[src/cspc_defines.svh]
// register map, field positions, reset values and timing counts
`ifndef CSPC_DEFINES_SVH
`define CSPC_DEFINES_SVH

// ----------------------------------------
// register indexes, byte address = 4 * index
// ----------------------------------------
`define CSPC_IDX_DIV_MSB   8'h01
`define CSPC_IDX_DIV_LSB   8'h02
`define CSPC_IDX_PLL_CTL   8'h03
`define CSPC_IDX_PHASE     8'h04
`define CSPC_IDX_WIDTH     8'h07
`define CSPC_IDX_SYNC_CTL  8'h0e
`define CSPC_IDX_PWR_CTL   8'h0f
`define CSPC_IDX_STATUS    8'h14
`define CSPC_IDX_IRQ_STAT  8'h18
`define CSPC_IDX_IRQ_MASK  8'h19

// ----------------------------------------
// reset values
// ----------------------------------------
`define CSPC_RST_DIV_MSB   8'h69
`define CSPC_RST_DIV_LSB   8'hd0
`define CSPC_RST_PLL_CTL   8'h08
`define CSPC_RST_PHASE     8'h40
`define CSPC_RST_WIDTH     8'h20
`define CSPC_RST_SYNC_CTL  8'h68
`define CSPC_RST_PWR_CTL   8'h02

// ----------------------------------------
// field positions, divider minimum, pipe depth and interrupt count
// ----------------------------------------
`define CSPC_BIT_OUT_POL   5
`define CSPC_BIT_HS_POL    6
`define CSPC_BIT_HOLD_POL  3
`define CSPC_BIT_PWR_ON    1
`define CSPC_BIT_ACT_HS    7
`define CSPC_BIT_ACT_VS    4
`define CSPC_BIT_ACT_GS    1
`define CSPC_BIT_DET_POL   3
`define CSPC_DIV_MIN       12'h0dd
`define CSPC_PIPE_DEPTH    4
`define CSPC_NUM_IRQ       3

// ----------------------------------------
// timing
// ----------------------------------------
`define CSPC_CLK_PERIOD_NS 10
`define CSPC_ACT_TIME_NS   1000000
`define CSPC_ACT_CYCLES    (`CSPC_ACT_TIME_NS / `CSPC_CLK_PERIOD_NS)

`endif

[src/cspc_pkg.sv]
// types shared by the capture sync and power control block
package cspc_pkg;
    typedef enum logic [1:0] {
        CSPC_FULL = 2'b00,
        CSPC_SEEK = 2'b01,
        CSPC_DOWN = 2'b10
    } cspc_power_type;
endpackage

[src/cspc_top.sv]
// capture front end sync, clock reference and power control
//
// Our own choices: register access over AHB-Lite and the register offsets.
`timescale 1ns/10ps
`include "cspc_defines.svh"
module cspc_top import cspc_pkg::*; #(
    parameter int ACT_CYCLES = `CSPC_ACT_CYCLES,
    parameter int DW         = 24
) (
    input  wire logic          clk_in,
    input  wire logic          rst_n_in,
    input  wire logic          hsel_in,
    input  wire logic [31:0]   haddr_in,
    input  wire logic [1:0]    htrans_in,
    input  wire logic          hwrite_in,
    input  wire logic [2:0]    hsize_in,
    input  wire logic [31:0]   hwdata_in,
    input  wire logic          hready_in,
    output logic      [31:0]   hrdata_out,
    output logic               hreadyout_out,
    output logic               hresp_out,
    input  wire logic          hsync_in,
    input  wire logic          vsync_in,
    input  wire logic          green_embedded_sync_in,
    input  wire logic          hold_in,
    input  wire logic [DW-1:0] pixel_in,
    output logic      [DW-1:0] pixel_out,
    output logic               pixel_valid_out,
    output logic               output_data_clock_out,
    output logic               sync_output_pulse_out,
    output logic               pll_ref_out,
    output logic      [12:0]   pll_mult_out,
    output logic      [1:0]    oscillator_range_code_out,
    output logic      [2:0]    pump_code_out,
    output logic      [4:0]    phase_step_out,
    output logic      [1:0]    power_state_out,
    output logic               core_power_en_out,
    output logic               slicer_power_en_out,
    output logic               irq_out
);
    localparam int AW = $clog2(ACT_CYCLES + 1);
    localparam int NI = `CSPC_NUM_IRQ;

    // ----------------------------------------
    // registers
    // ----------------------------------------
    logic [7:0]    div_msb_q;
    logic [3:0]    div_lsb_q;
    logic [4:0]    pll_ctl_q;
    logic [4:0]    phase_q;
    logic [7:0]    width_q;
    logic [7:0]    sync_ctl_q;
    logic [7:0]    pwr_ctl_q;
    logic [NI-1:0] irq_stat_q;
    logic [NI-1:0] irq_mask_q;
    logic          wr_pend_q;
    logic [7:0]    wr_idx_q;
    logic          rd_wait_q;
    logic [7:0]    rd_idx_q;
    logic [31:0]   hrdata_q;

    // ----------------------------------------
    // bus decode
    // ----------------------------------------
    logic        acc_w;
    logic        wr_w;
    logic [7:0]  wd_w;
    logic [31:0] rd_word_w;
    logic        wr_stat_w;

    assign acc_w  = hsel_in && hready_in && htrans_in[1];
    assign wd_w   = hwdata_in[7:0];
    assign wr_w   = wr_pend_q;
    assign wr_stat_w = wr_w && (wr_idx_q == `CSPC_IDX_IRQ_STAT);

    // ----------------------------------------
    // sync inputs
    // ----------------------------------------
    logic [3:0] pins_s;
    logic [2:0] act_pin_w;
    logic       hs_s;
    logic       hold_s;

    cspc_sync_in #(
        .WIDTH (4)
    ) u_sync (
        .clk_in   (clk_in),
        .rst_n_in (rst_n_in),
        .async_in ({hold_in, green_embedded_sync_in, vsync_in, hsync_in}),
        .sync_out (pins_s)
    );

    assign act_pin_w = pins_s[2:0];
    assign hs_s      = pins_s[0];
    assign hold_s    = pins_s[3];

    // ----------------------------------------
    // activity detectors, one per sync input
    // ----------------------------------------
    logic [2:0] act_w;
    genvar gi;
    generate
        for (gi = 0; gi < 3; gi++) begin : g_act
            logic          last_q;
            logic [AW-1:0] tmo_q;
            always_ff @(posedge clk_in) begin
                if (!rst_n_in) begin
                    last_q <= 1'b0;
                    tmo_q  <= '0;
                end else begin
                    last_q <= act_pin_w[gi];
                    if (last_q != act_pin_w[gi]) begin
                        tmo_q <= AW'(ACT_CYCLES);
                    end else if (tmo_q != '0) begin
                        tmo_q <= tmo_q - 1'b1;
                    end
                end
            end
            assign act_w[gi] = (tmo_q != '0);
        end
    endgenerate

    logic [7:0] status_w;
    logic       sync_det_w;
    logic       det_pol_q;

    // hsync, vsync and green sync activity at their status positions
    assign status_w = {act_w[0], 2'b00, act_w[1], det_pol_q,
                       1'b0, act_w[2], 1'b0};
    assign sync_det_w = status_w[`CSPC_BIT_ACT_HS]
                      | status_w[`CSPC_BIT_ACT_VS]
                      | status_w[`CSPC_BIT_ACT_GS];

    // ----------------------------------------
    // power state
    // ----------------------------------------
    cspc_power_type power_q;
    cspc_power_type power_d;
    logic           pwr_on_w;

    assign pwr_on_w = pwr_ctl_q[`CSPC_BIT_PWR_ON];
    // command first, then activity
    assign power_d = !pwr_on_w  ? CSPC_DOWN :
                     sync_det_w ? CSPC_FULL : CSPC_SEEK;

    assign power_state_out     = power_q;
    assign core_power_en_out   = (power_q == CSPC_FULL);
    // green slicer stays up in power-down but not in seek
    assign slicer_power_en_out = (power_q != CSPC_SEEK);

    // ----------------------------------------
    // incoming sync polarity
    // ----------------------------------------
    logic        hs_last_q;
    logic [11:0] run_q;
    logic [11:0] hi_len_q;
    logic [11:0] lo_len_q;
    logic        hs_rise_w;
    logic        hs_fall_w;
    logic        pol_new_w;

    assign hs_rise_w = hs_s && !hs_last_q;
    assign hs_fall_w = !hs_s && hs_last_q;
    // the pulse is the shorter phase of the line
    assign pol_new_w = (hi_len_q < lo_len_q);

    // ----------------------------------------
    // clock generator reference
    // ----------------------------------------
    logic       hold_act_w;
    logic       hs_ref_w;
    logic       ref_q;
    logic [11:0] div_w;

    assign hold_act_w = hold_s
                      ~^ sync_ctl_q[`CSPC_BIT_HOLD_POL];
    assign hs_ref_w   = sync_ctl_q[`CSPC_BIT_HS_POL] ? hs_rise_w
                                                     : hs_fall_w;
    assign div_w = ({div_msb_q, div_lsb_q} < `CSPC_DIV_MIN) ?
                   `CSPC_DIV_MIN : {div_msb_q, div_lsb_q};

    assign pll_ref_out = ref_q;
    assign pll_mult_out = {1'b0, div_w} + 13'h0001;
    assign oscillator_range_code_out = pll_ctl_q[4:3];
    assign pump_code_out  = pll_ctl_q[2:0];
    assign phase_step_out = phase_q;

    // ----------------------------------------
    // output pixel path
    // ----------------------------------------
    logic                   ck_q;
    logic                   tick_w;
    logic [DW-1:0]          pipe_q [`CSPC_PIPE_DEPTH];
    logic [2:0]             flush_q;
    logic                   lead_pend_q;
    logic [`CSPC_PIPE_DEPTH-1:0] lead_sr_q;
    logic                   lead_w;

    // data moves when the clock falls, so it rises mid-data
    assign tick_w = ck_q;
    assign output_data_clock_out = ck_q;
    assign pixel_out = pipe_q[`CSPC_PIPE_DEPTH-1];
    assign pixel_valid_out = (flush_q == 3'(`CSPC_PIPE_DEPTH));
    assign lead_w = det_pol_q ? hs_rise_w : hs_fall_w;

    cspc_pulse_gen #(
        .CW (8)
    ) u_pulse (
        .clk_in         (clk_in),
        .rst_n_in       (rst_n_in),
        .tick_in        (tick_w),
        .start_in       (tick_w && lead_sr_q[`CSPC_PIPE_DEPTH-1]),
        .width_in       (width_q),
        .active_high_in (sync_ctl_q[`CSPC_BIT_OUT_POL]),
        .pulse_out      (sync_output_pulse_out)
    );

    // ----------------------------------------
    // interrupts
    // ----------------------------------------
    logic           det_last_q;
    logic [NI-1:0]  ev_w;

    assign ev_w = {pol_new_w != det_pol_q,
                   det_last_q && !sync_det_w,
                   !det_last_q && sync_det_w};
    assign irq_out = |(irq_stat_q & irq_mask_q);

    // ----------------------------------------
    // read mux, unmapped words read zero
    // ----------------------------------------
    always_comb begin
        rd_word_w = '0;
        case (rd_idx_q)
            `CSPC_IDX_DIV_MSB:  rd_word_w[7:0] = div_msb_q;
            `CSPC_IDX_DIV_LSB:  rd_word_w[7:0] = {div_lsb_q, 4'h0};
            `CSPC_IDX_PLL_CTL:  rd_word_w[7:0] = {pll_ctl_q, 3'h0};
            `CSPC_IDX_PHASE:    rd_word_w[7:0] = {phase_q, 3'h0};
            `CSPC_IDX_WIDTH:    rd_word_w[7:0] = width_q;
            `CSPC_IDX_SYNC_CTL: rd_word_w[7:0] = sync_ctl_q;
            `CSPC_IDX_PWR_CTL:  rd_word_w[7:0] = pwr_ctl_q;
            `CSPC_IDX_STATUS:   rd_word_w[7:0] = status_w;
            `CSPC_IDX_IRQ_STAT: rd_word_w[NI-1:0] = irq_stat_q;
            `CSPC_IDX_IRQ_MASK: rd_word_w[NI-1:0] = irq_mask_q;
            default:            rd_word_w = '0;
        endcase
    end

    assign hrdata_out    = hrdata_q;
    assign hreadyout_out = !rd_wait_q;
    assign hresp_out     = 1'b0;

    // ----------------------------------------
    // bus slave; one wait state on reads
    // ----------------------------------------
    always_ff @(posedge clk_in) begin
        if (!rst_n_in) begin
            wr_pend_q <= 1'b0;
            wr_idx_q  <= 8'h00;
            rd_wait_q <= 1'b0;
            rd_idx_q  <= 8'h00;
            hrdata_q  <= 32'h0000_0000;
        end else begin
            wr_pend_q <= acc_w && hwrite_in;
            rd_wait_q <= acc_w && !hwrite_in;
            if (acc_w) begin
                wr_idx_q <= haddr_in[9:2];
                rd_idx_q <= haddr_in[9:2];
            end
            if (rd_wait_q) begin
                hrdata_q <= rd_word_w;
            end
        end
    end

    always_ff @(posedge clk_in) begin
        if (!rst_n_in) begin
            div_msb_q  <= `CSPC_RST_DIV_MSB;
            div_lsb_q  <= 4'(`CSPC_RST_DIV_LSB >> 4);
            pll_ctl_q  <= 5'(`CSPC_RST_PLL_CTL >> 3);
            phase_q    <= 5'(`CSPC_RST_PHASE >> 3);
            width_q    <= `CSPC_RST_WIDTH;
            sync_ctl_q <= `CSPC_RST_SYNC_CTL;
            pwr_ctl_q  <= `CSPC_RST_PWR_CTL;
            irq_mask_q <= '0;
        end else if (wr_w) begin
            case (wr_idx_q)
                `CSPC_IDX_DIV_MSB:  div_msb_q  <= wd_w;
                `CSPC_IDX_DIV_LSB:  div_lsb_q  <= wd_w[7:4];
                `CSPC_IDX_PLL_CTL:  pll_ctl_q  <= wd_w[7:3];
                `CSPC_IDX_PHASE:    phase_q    <= wd_w[7:3];
                `CSPC_IDX_WIDTH:    width_q    <= wd_w;
                `CSPC_IDX_SYNC_CTL: sync_ctl_q <= wd_w;
                `CSPC_IDX_PWR_CTL:  pwr_ctl_q  <= wd_w;
                `CSPC_IDX_IRQ_MASK: irq_mask_q <= wd_w[NI-1:0];
                default:            ;
            endcase
        end
    end

    // ----------------------------------------
    // sync, power and interrupt state
    // ----------------------------------------
    always_ff @(posedge clk_in) begin
        if (!rst_n_in) begin
            power_q    <= CSPC_SEEK;
            hs_last_q  <= 1'b0;
            run_q      <= 12'h000;
            hi_len_q   <= 12'h000;
            lo_len_q   <= 12'h000;
            det_pol_q  <= 1'b0;
            det_last_q <= 1'b0;
            ref_q      <= 1'b0;
            irq_stat_q <= '0;
        end else begin
            power_q    <= power_d;
            hs_last_q  <= hs_s;
            det_pol_q  <= pol_new_w;
            det_last_q <= sync_det_w;
            // sync edges while hold is active never reach the generator
            ref_q <= hs_ref_w && !hold_act_w;
            run_q <= (hs_rise_w || hs_fall_w) ? 12'h001 :
                     (run_q == 12'hfff) ? run_q : run_q + 12'h001;
            if (hs_rise_w) begin
                lo_len_q <= run_q;
            end
            if (hs_fall_w) begin
                hi_len_q <= run_q;
            end
            // a new event beats a clear in the same cycle
            irq_stat_q <= (irq_stat_q & ~(wr_stat_w ? wd_w[NI-1:0] : '0))
                        | ev_w;
        end
    end

    // ----------------------------------------
    // pixel pipeline and sync alignment
    // ----------------------------------------
    always_ff @(posedge clk_in) begin
        if (!rst_n_in) begin
            ck_q        <= 1'b0;
            flush_q     <= 3'h0;
            lead_pend_q <= 1'b0;
            lead_sr_q   <= '0;
            for (int i = 0; i < `CSPC_PIPE_DEPTH; i++) begin
                pipe_q[i] <= '0;
            end
        end else begin
            ck_q <= !ck_q;
            // a lead on a tick shifts in at once; pending it would start twice
            if (tick_w) begin
                lead_pend_q <= 1'b0;
            end else if (lead_w) begin
                lead_pend_q <= 1'b1;
            end
            if (power_q != CSPC_FULL) begin
                flush_q <= 3'h0;
            end else if (tick_w && !pixel_valid_out) begin
                flush_q <= flush_q + 3'h1;
            end
            if (tick_w) begin
                lead_sr_q <= {lead_sr_q[`CSPC_PIPE_DEPTH-2:0],
                              lead_pend_q || lead_w};
                pipe_q[0] <= pixel_in;
                for (int i = 1; i < `CSPC_PIPE_DEPTH; i++) begin
                    pipe_q[i] <= pipe_q[i-1];
                end
            end
        end
    end
endmodule

[src/cspc_sync_in.sv]
// two-stage synchroniser for a group of pin inputs
`timescale 1ns/10ps
module cspc_sync_in #(
    parameter int WIDTH = 4
) (
    input  wire logic             clk_in,
    input  wire logic             rst_n_in,
    input  wire logic [WIDTH-1:0] async_in,
    output logic      [WIDTH-1:0] sync_out
);
    logic [WIDTH-1:0] meta_q;
    logic [WIDTH-1:0] sync_q;

    // ----------------------------------------
    // first stage feeds only the second
    // ----------------------------------------
    always_ff @(posedge clk_in) begin
        if (!rst_n_in) begin
            meta_q <= '0;
            sync_q <= '0;
        end else begin
            meta_q <= async_in;
            sync_q <= meta_q;
        end
    end

    assign sync_out = sync_q;
endmodule

[src/cspc_pulse_gen.sv]
// sync output pulse of programmable width and polarity
`timescale 1ns/10ps
module cspc_pulse_gen #(
    parameter int CW = 8
) (
    input  wire logic          clk_in,
    input  wire logic          rst_n_in,
    input  wire logic          tick_in,
    input  wire logic          start_in,
    input  wire logic [CW-1:0] width_in,
    input  wire logic          active_high_in,
    output logic               pulse_out
);
    logic [CW-1:0] cnt_q;
    logic [CW-1:0] cnt_d;
    logic          pulse_q;
    logic          active_w;

    // width zero gives no pulse at all
    assign cnt_d = start_in ? width_in :
                   (tick_in && cnt_q != '0) ? cnt_q - 1'b1 : cnt_q;
    assign active_w = (cnt_d != '0);

    // ----------------------------------------
    // output flop changes only on pixel ticks
    // ----------------------------------------
    always_ff @(posedge clk_in) begin
        if (!rst_n_in) begin
            cnt_q   <= '0;
            pulse_q <= 1'b0;
        end else begin
            cnt_q <= cnt_d;
            if (tick_in) begin
                pulse_q <= active_w ~^ active_high_in;
            end
        end
    end

    assign pulse_out = pulse_q;
endmodule

[config.mk]
export PLATFORM = sky130hd
export DESIGN_NAME = cspc_top
export DESIGN_NICKNAME = d
export VERILOG_FILES = /design/src/cspc_pkg.sv /design/src/cspc_top.sv /design/src/cspc_sync_in.sv /design/src/cspc_pulse_gen.sv
export VERILOG_INCLUDE_DIRS = /design/src
export SDC_FILE = /design/constraint.sdc
export NUM_CORES = 1
export LEC_CHECK = 0
export BUFFER_PORTS_ARGS = -buffer_cell sky130_fd_sc_hd__buf_2
export CORE_MARGIN = 1
export CORE_UTILIZATION = 30
export DETAILED_ROUTE_END_ITERATION = 12
export GPL_TIMING_DRIVEN = 0
export PLACE_DENSITY = 0.5
export SYNTH_ARGS = -nofsm -noshare
export SYNTH_HDL_FRONTEND = slang
export SYNTH_HIERARCHICAL = 1
export SYNTH_SLANG_ARGS = --single-unit
export TNS_END_PERCENT = 5
[constraint.sdc]
create_clock -name clk_in -period 7.9 [get_ports clk_in]
set_input_delay 0.79 -clock clk_in [delete_from_list [all_inputs] [get_ports clk_in]]
set_output_delay 0.79 -clock clk_in [all_outputs]
set_load 0.01 [all_outputs]
==> out/qor.yml <==
outcome:
  status: "finished clean"
route:
  drt_iter0_markers: 468
  drt-vias-per-instance: 4.668
  totalWireLength_um: 32770
  drt-pass1-iter-count: 5
  ant_nets: 0
  drc_errors: 0
  vias: 9733
  wl_per_cell_um: 15.72
power_and_ir_drop:
  p_leak_nw: 6.348
  power_mw: 4.369
  p_int_mw: 3.000
  netSwitchingFraction_pct: 31.34
  p_comb_share_pct: 25.3
  seq_power_share_pct: 42.7
  clock_power_share_pct: 32.0
  p_sw_mw: 1.369
  p_per_area_nw_per_um2: 282.5
  ir_worst_vdd_mv: 0.1734
finish:
  final_common_cell: "dfxtp_1"
  final_nets: 1604
  final_cell_mix: "191 x dfxtp_1, 133 x nor2_1, 118 x buf_2"
  drive_gt1_share_pct: 16.21
  stdcell_area_um2: 15470
  area_growth_pct: 18.48
cts:
  cts_tree: "built"
  cts_sinks: 287
  root_buffer: "clkbuf_16"
  postCtsHoldBufs: 0
  cts.clk_slew.worst_paths_ns: 0.07
  htreeDepth: 1
  cts_buffers: 30
  post_cts_buffers: 0
  clock_path_buffers: 3
  clock_latency_ns: 0.57
  cts_resized: 0
logic_synthesis:
  synth-seq-area-share_pct: 51.38
  synth_edf_count: 96
  synth-seq-cells: 287
  synthCells: 1305
  synth-main-ff-cell: "dfxtp_1"
  async_reset_ff_share_pct: 0
  avgSynthCellArea_um2: 10.00
  synth_area_leaders: "dfxtp_1 29%, edfxtp_1 22%, mux2i_1 6.0%"
  synth_top_area_share_pct: 29.29
  yosysWarnings: 6
  ys_types: 75
  synth.largest_area_cell: "dfxtp_1"
  synth_area_um2: 13050
floorplanning:
  die_h_um: 210.6
  io_pins: 192
  row_count: 76
  die_w_um: 210.6
  die_area_um2: 44350
  core_region_area_um2: 42980
  initial_core_util_pct: 30.37
global_routing:
  grt_pass1_wl_um: 51390
  grt_max_degree: 60
  grt_pass1_vias: 9320
  antenna_found_initial: 2
  gr-total-overflow: 0
  grt_use_total_pct: 14.57
critical_path:
  crit_fanout: 7
  crit_path_start_kind: "register"
  required_ns: 7.11
  cp-end-kind: "output port"
  worstReg2RegStart: "output_data_clock_out"
  crit_type: "reg2out"
  cp.arrival_ns: 3.39
  reg2reg_slack_ns: 5.05
  startpoint: "div_msb_q[4]"
timing:
  slew_headroom_pct: 25.63
  max_freq_mhz: 239.1
  fin_crit_sh_pct: 52.95
  setup_viol: 0
  skew_ns: 0.01784
  fin_crit_ns: 4.183
  maxSlewViolCount: 0
  hold_violations: 0
  tightest_slew_ns: 1.105
  setup-tns-final_ns: 0
  rsz0062_at_grt: "no"
job:
  maxCapViolations: 0
place:
  place_area_um2: 14490
  gp_routability_congestion: 0.8574
  port_buffers: 114
  dp_hpwl_um: 24080
min_path:
  hold_class: "in2reg"
  hp-start: "hwrite_in"
## sequential cells by signal (all words and copies together), names as in the netlist, 8 cells and up
signal         cells
pipe_q            96
g_act.tmo_q       51
hi_len_q          12
lo_len_q          12
run_q             12
div_msb_q          8
hrdata_out         8
pwr_ctl_q          8
rd_idx_q           8
sync_ctl_q         8
u_pulse/cnt_q      8
width_q            8
## power groups by stage
stage | combinational, mW | clock [mW] | sequential [mW]
after floorplan | 0.874 | 0 | 1.86
after global placement | 1.09 | 0 | 1.89
after detailed placement | 1.10 | 0 | 1.90
after CTS | 1.11 | 1.43 | 1.87
after global routing | 1.24 | 1.49 | 1.89
final | 1.11 | 1.40 | 1.87
## critical path, cell delays in order, from the launching register on
cell and delay [ns]:
dfxtp_1 0.29, clkbuf_1 0.19, nor4_1 0.66, o21ai_0 0.40, nand2b_1 0.20, ha_1 0.24, nand2_1 0.13, nor3_1 0.25
nor4b_1 0.27, buf_2 0.19
## per-stage QoR
step / util (%) / instances / setup WS, ns / hold WS [ns]
global route: 35.98 / 2084 / 3.165 / 0.3835
CTS: 35.98 / 2084 / 3.639 / 0.3774
detailed placement: 33.70 / 2030 / 4.264 / 0.4210
finish: 35.98 / 2085 / 3.717 / 0.4010
floorplan: - / 1329 / 4.397 / 0.4118
global placement: 33.61 / 2028 / 2.932 / 0.4207
## cells by family after synthesis
group | count (synthesis) | share of synthesized area [%]
multiplexers | 83 | 6.412
flip-flops | 287 | 51.38
adder cells (fa/ha/maj) | 25 | 2.396
XOR/XNOR | 55 | 3.690
buffers and inverters | 160 | 6.058
AND/OR/NAND/NOR | 531 | 21.98
other | 1 | 0.02873
AO/OA/AOI/OAI | 163 | 8.061
## cell type report
type                       count  area, µm²
fill                        4360      27520
sequential                   287       6706
multi-input combinational    882       5647
clock buffer                  41      853.3
tap                          585      732.0
buffer                       122      648.1
timing repair buffer         116      608.1
inverter                      38      145.1
clock inverter                13      123.9
antenna                        1      2.502
## cells in the mapped netlist, types with 9 or more instances
| cell type | instances |
|---|---|
| xnor2_1 | 25 |
| ha_1 | 25 |
| inv_1 | 37 |
| nor3_1 | 14 |
| nor2b_1 | 12 |
| xor2_1 | 30 |
| edfxtp_1 | 96 |
| a31oi_1 | 18 |
| buf_4 | 49 |
| or4_1 | 9 |
| and2_1 | 24 |
| clkbuf_1 | 63 |
| o21ai_0 | 28 |
| nor4_1 | 14 |
| nor2_1 | 133 |
| a211oi_1 | 9 |
| dfxtp_1 | 191 |
| mux2i_1 | 78 |
| nand3_1 | 42 |
| and3_1 | 111 |
| nand4_1 | 22 |
| a21oi_1 | 52 |
| nand2_1 | 86 |
## routing by layer
metal,vias to the layer above,wire length (µm),track usage (%)
met5,-,0,0
met4,0,568,3.973
met3,42,1172,1.713
met2,177,15580,24.64
met1,4576,15450,19.59
li1,4938,-,-
## worst paths after layout
check / endpoint / cells past startpoint
worst max-delay path: pll_mult_out[12] / 9
worst min-delay path: rd_wait_q / 2
worst min register to register: u_sync/sync_out[1] / 1
worst max register to register: u_pulse/pulse_out / 9
(Power assumes the default switching activity.)
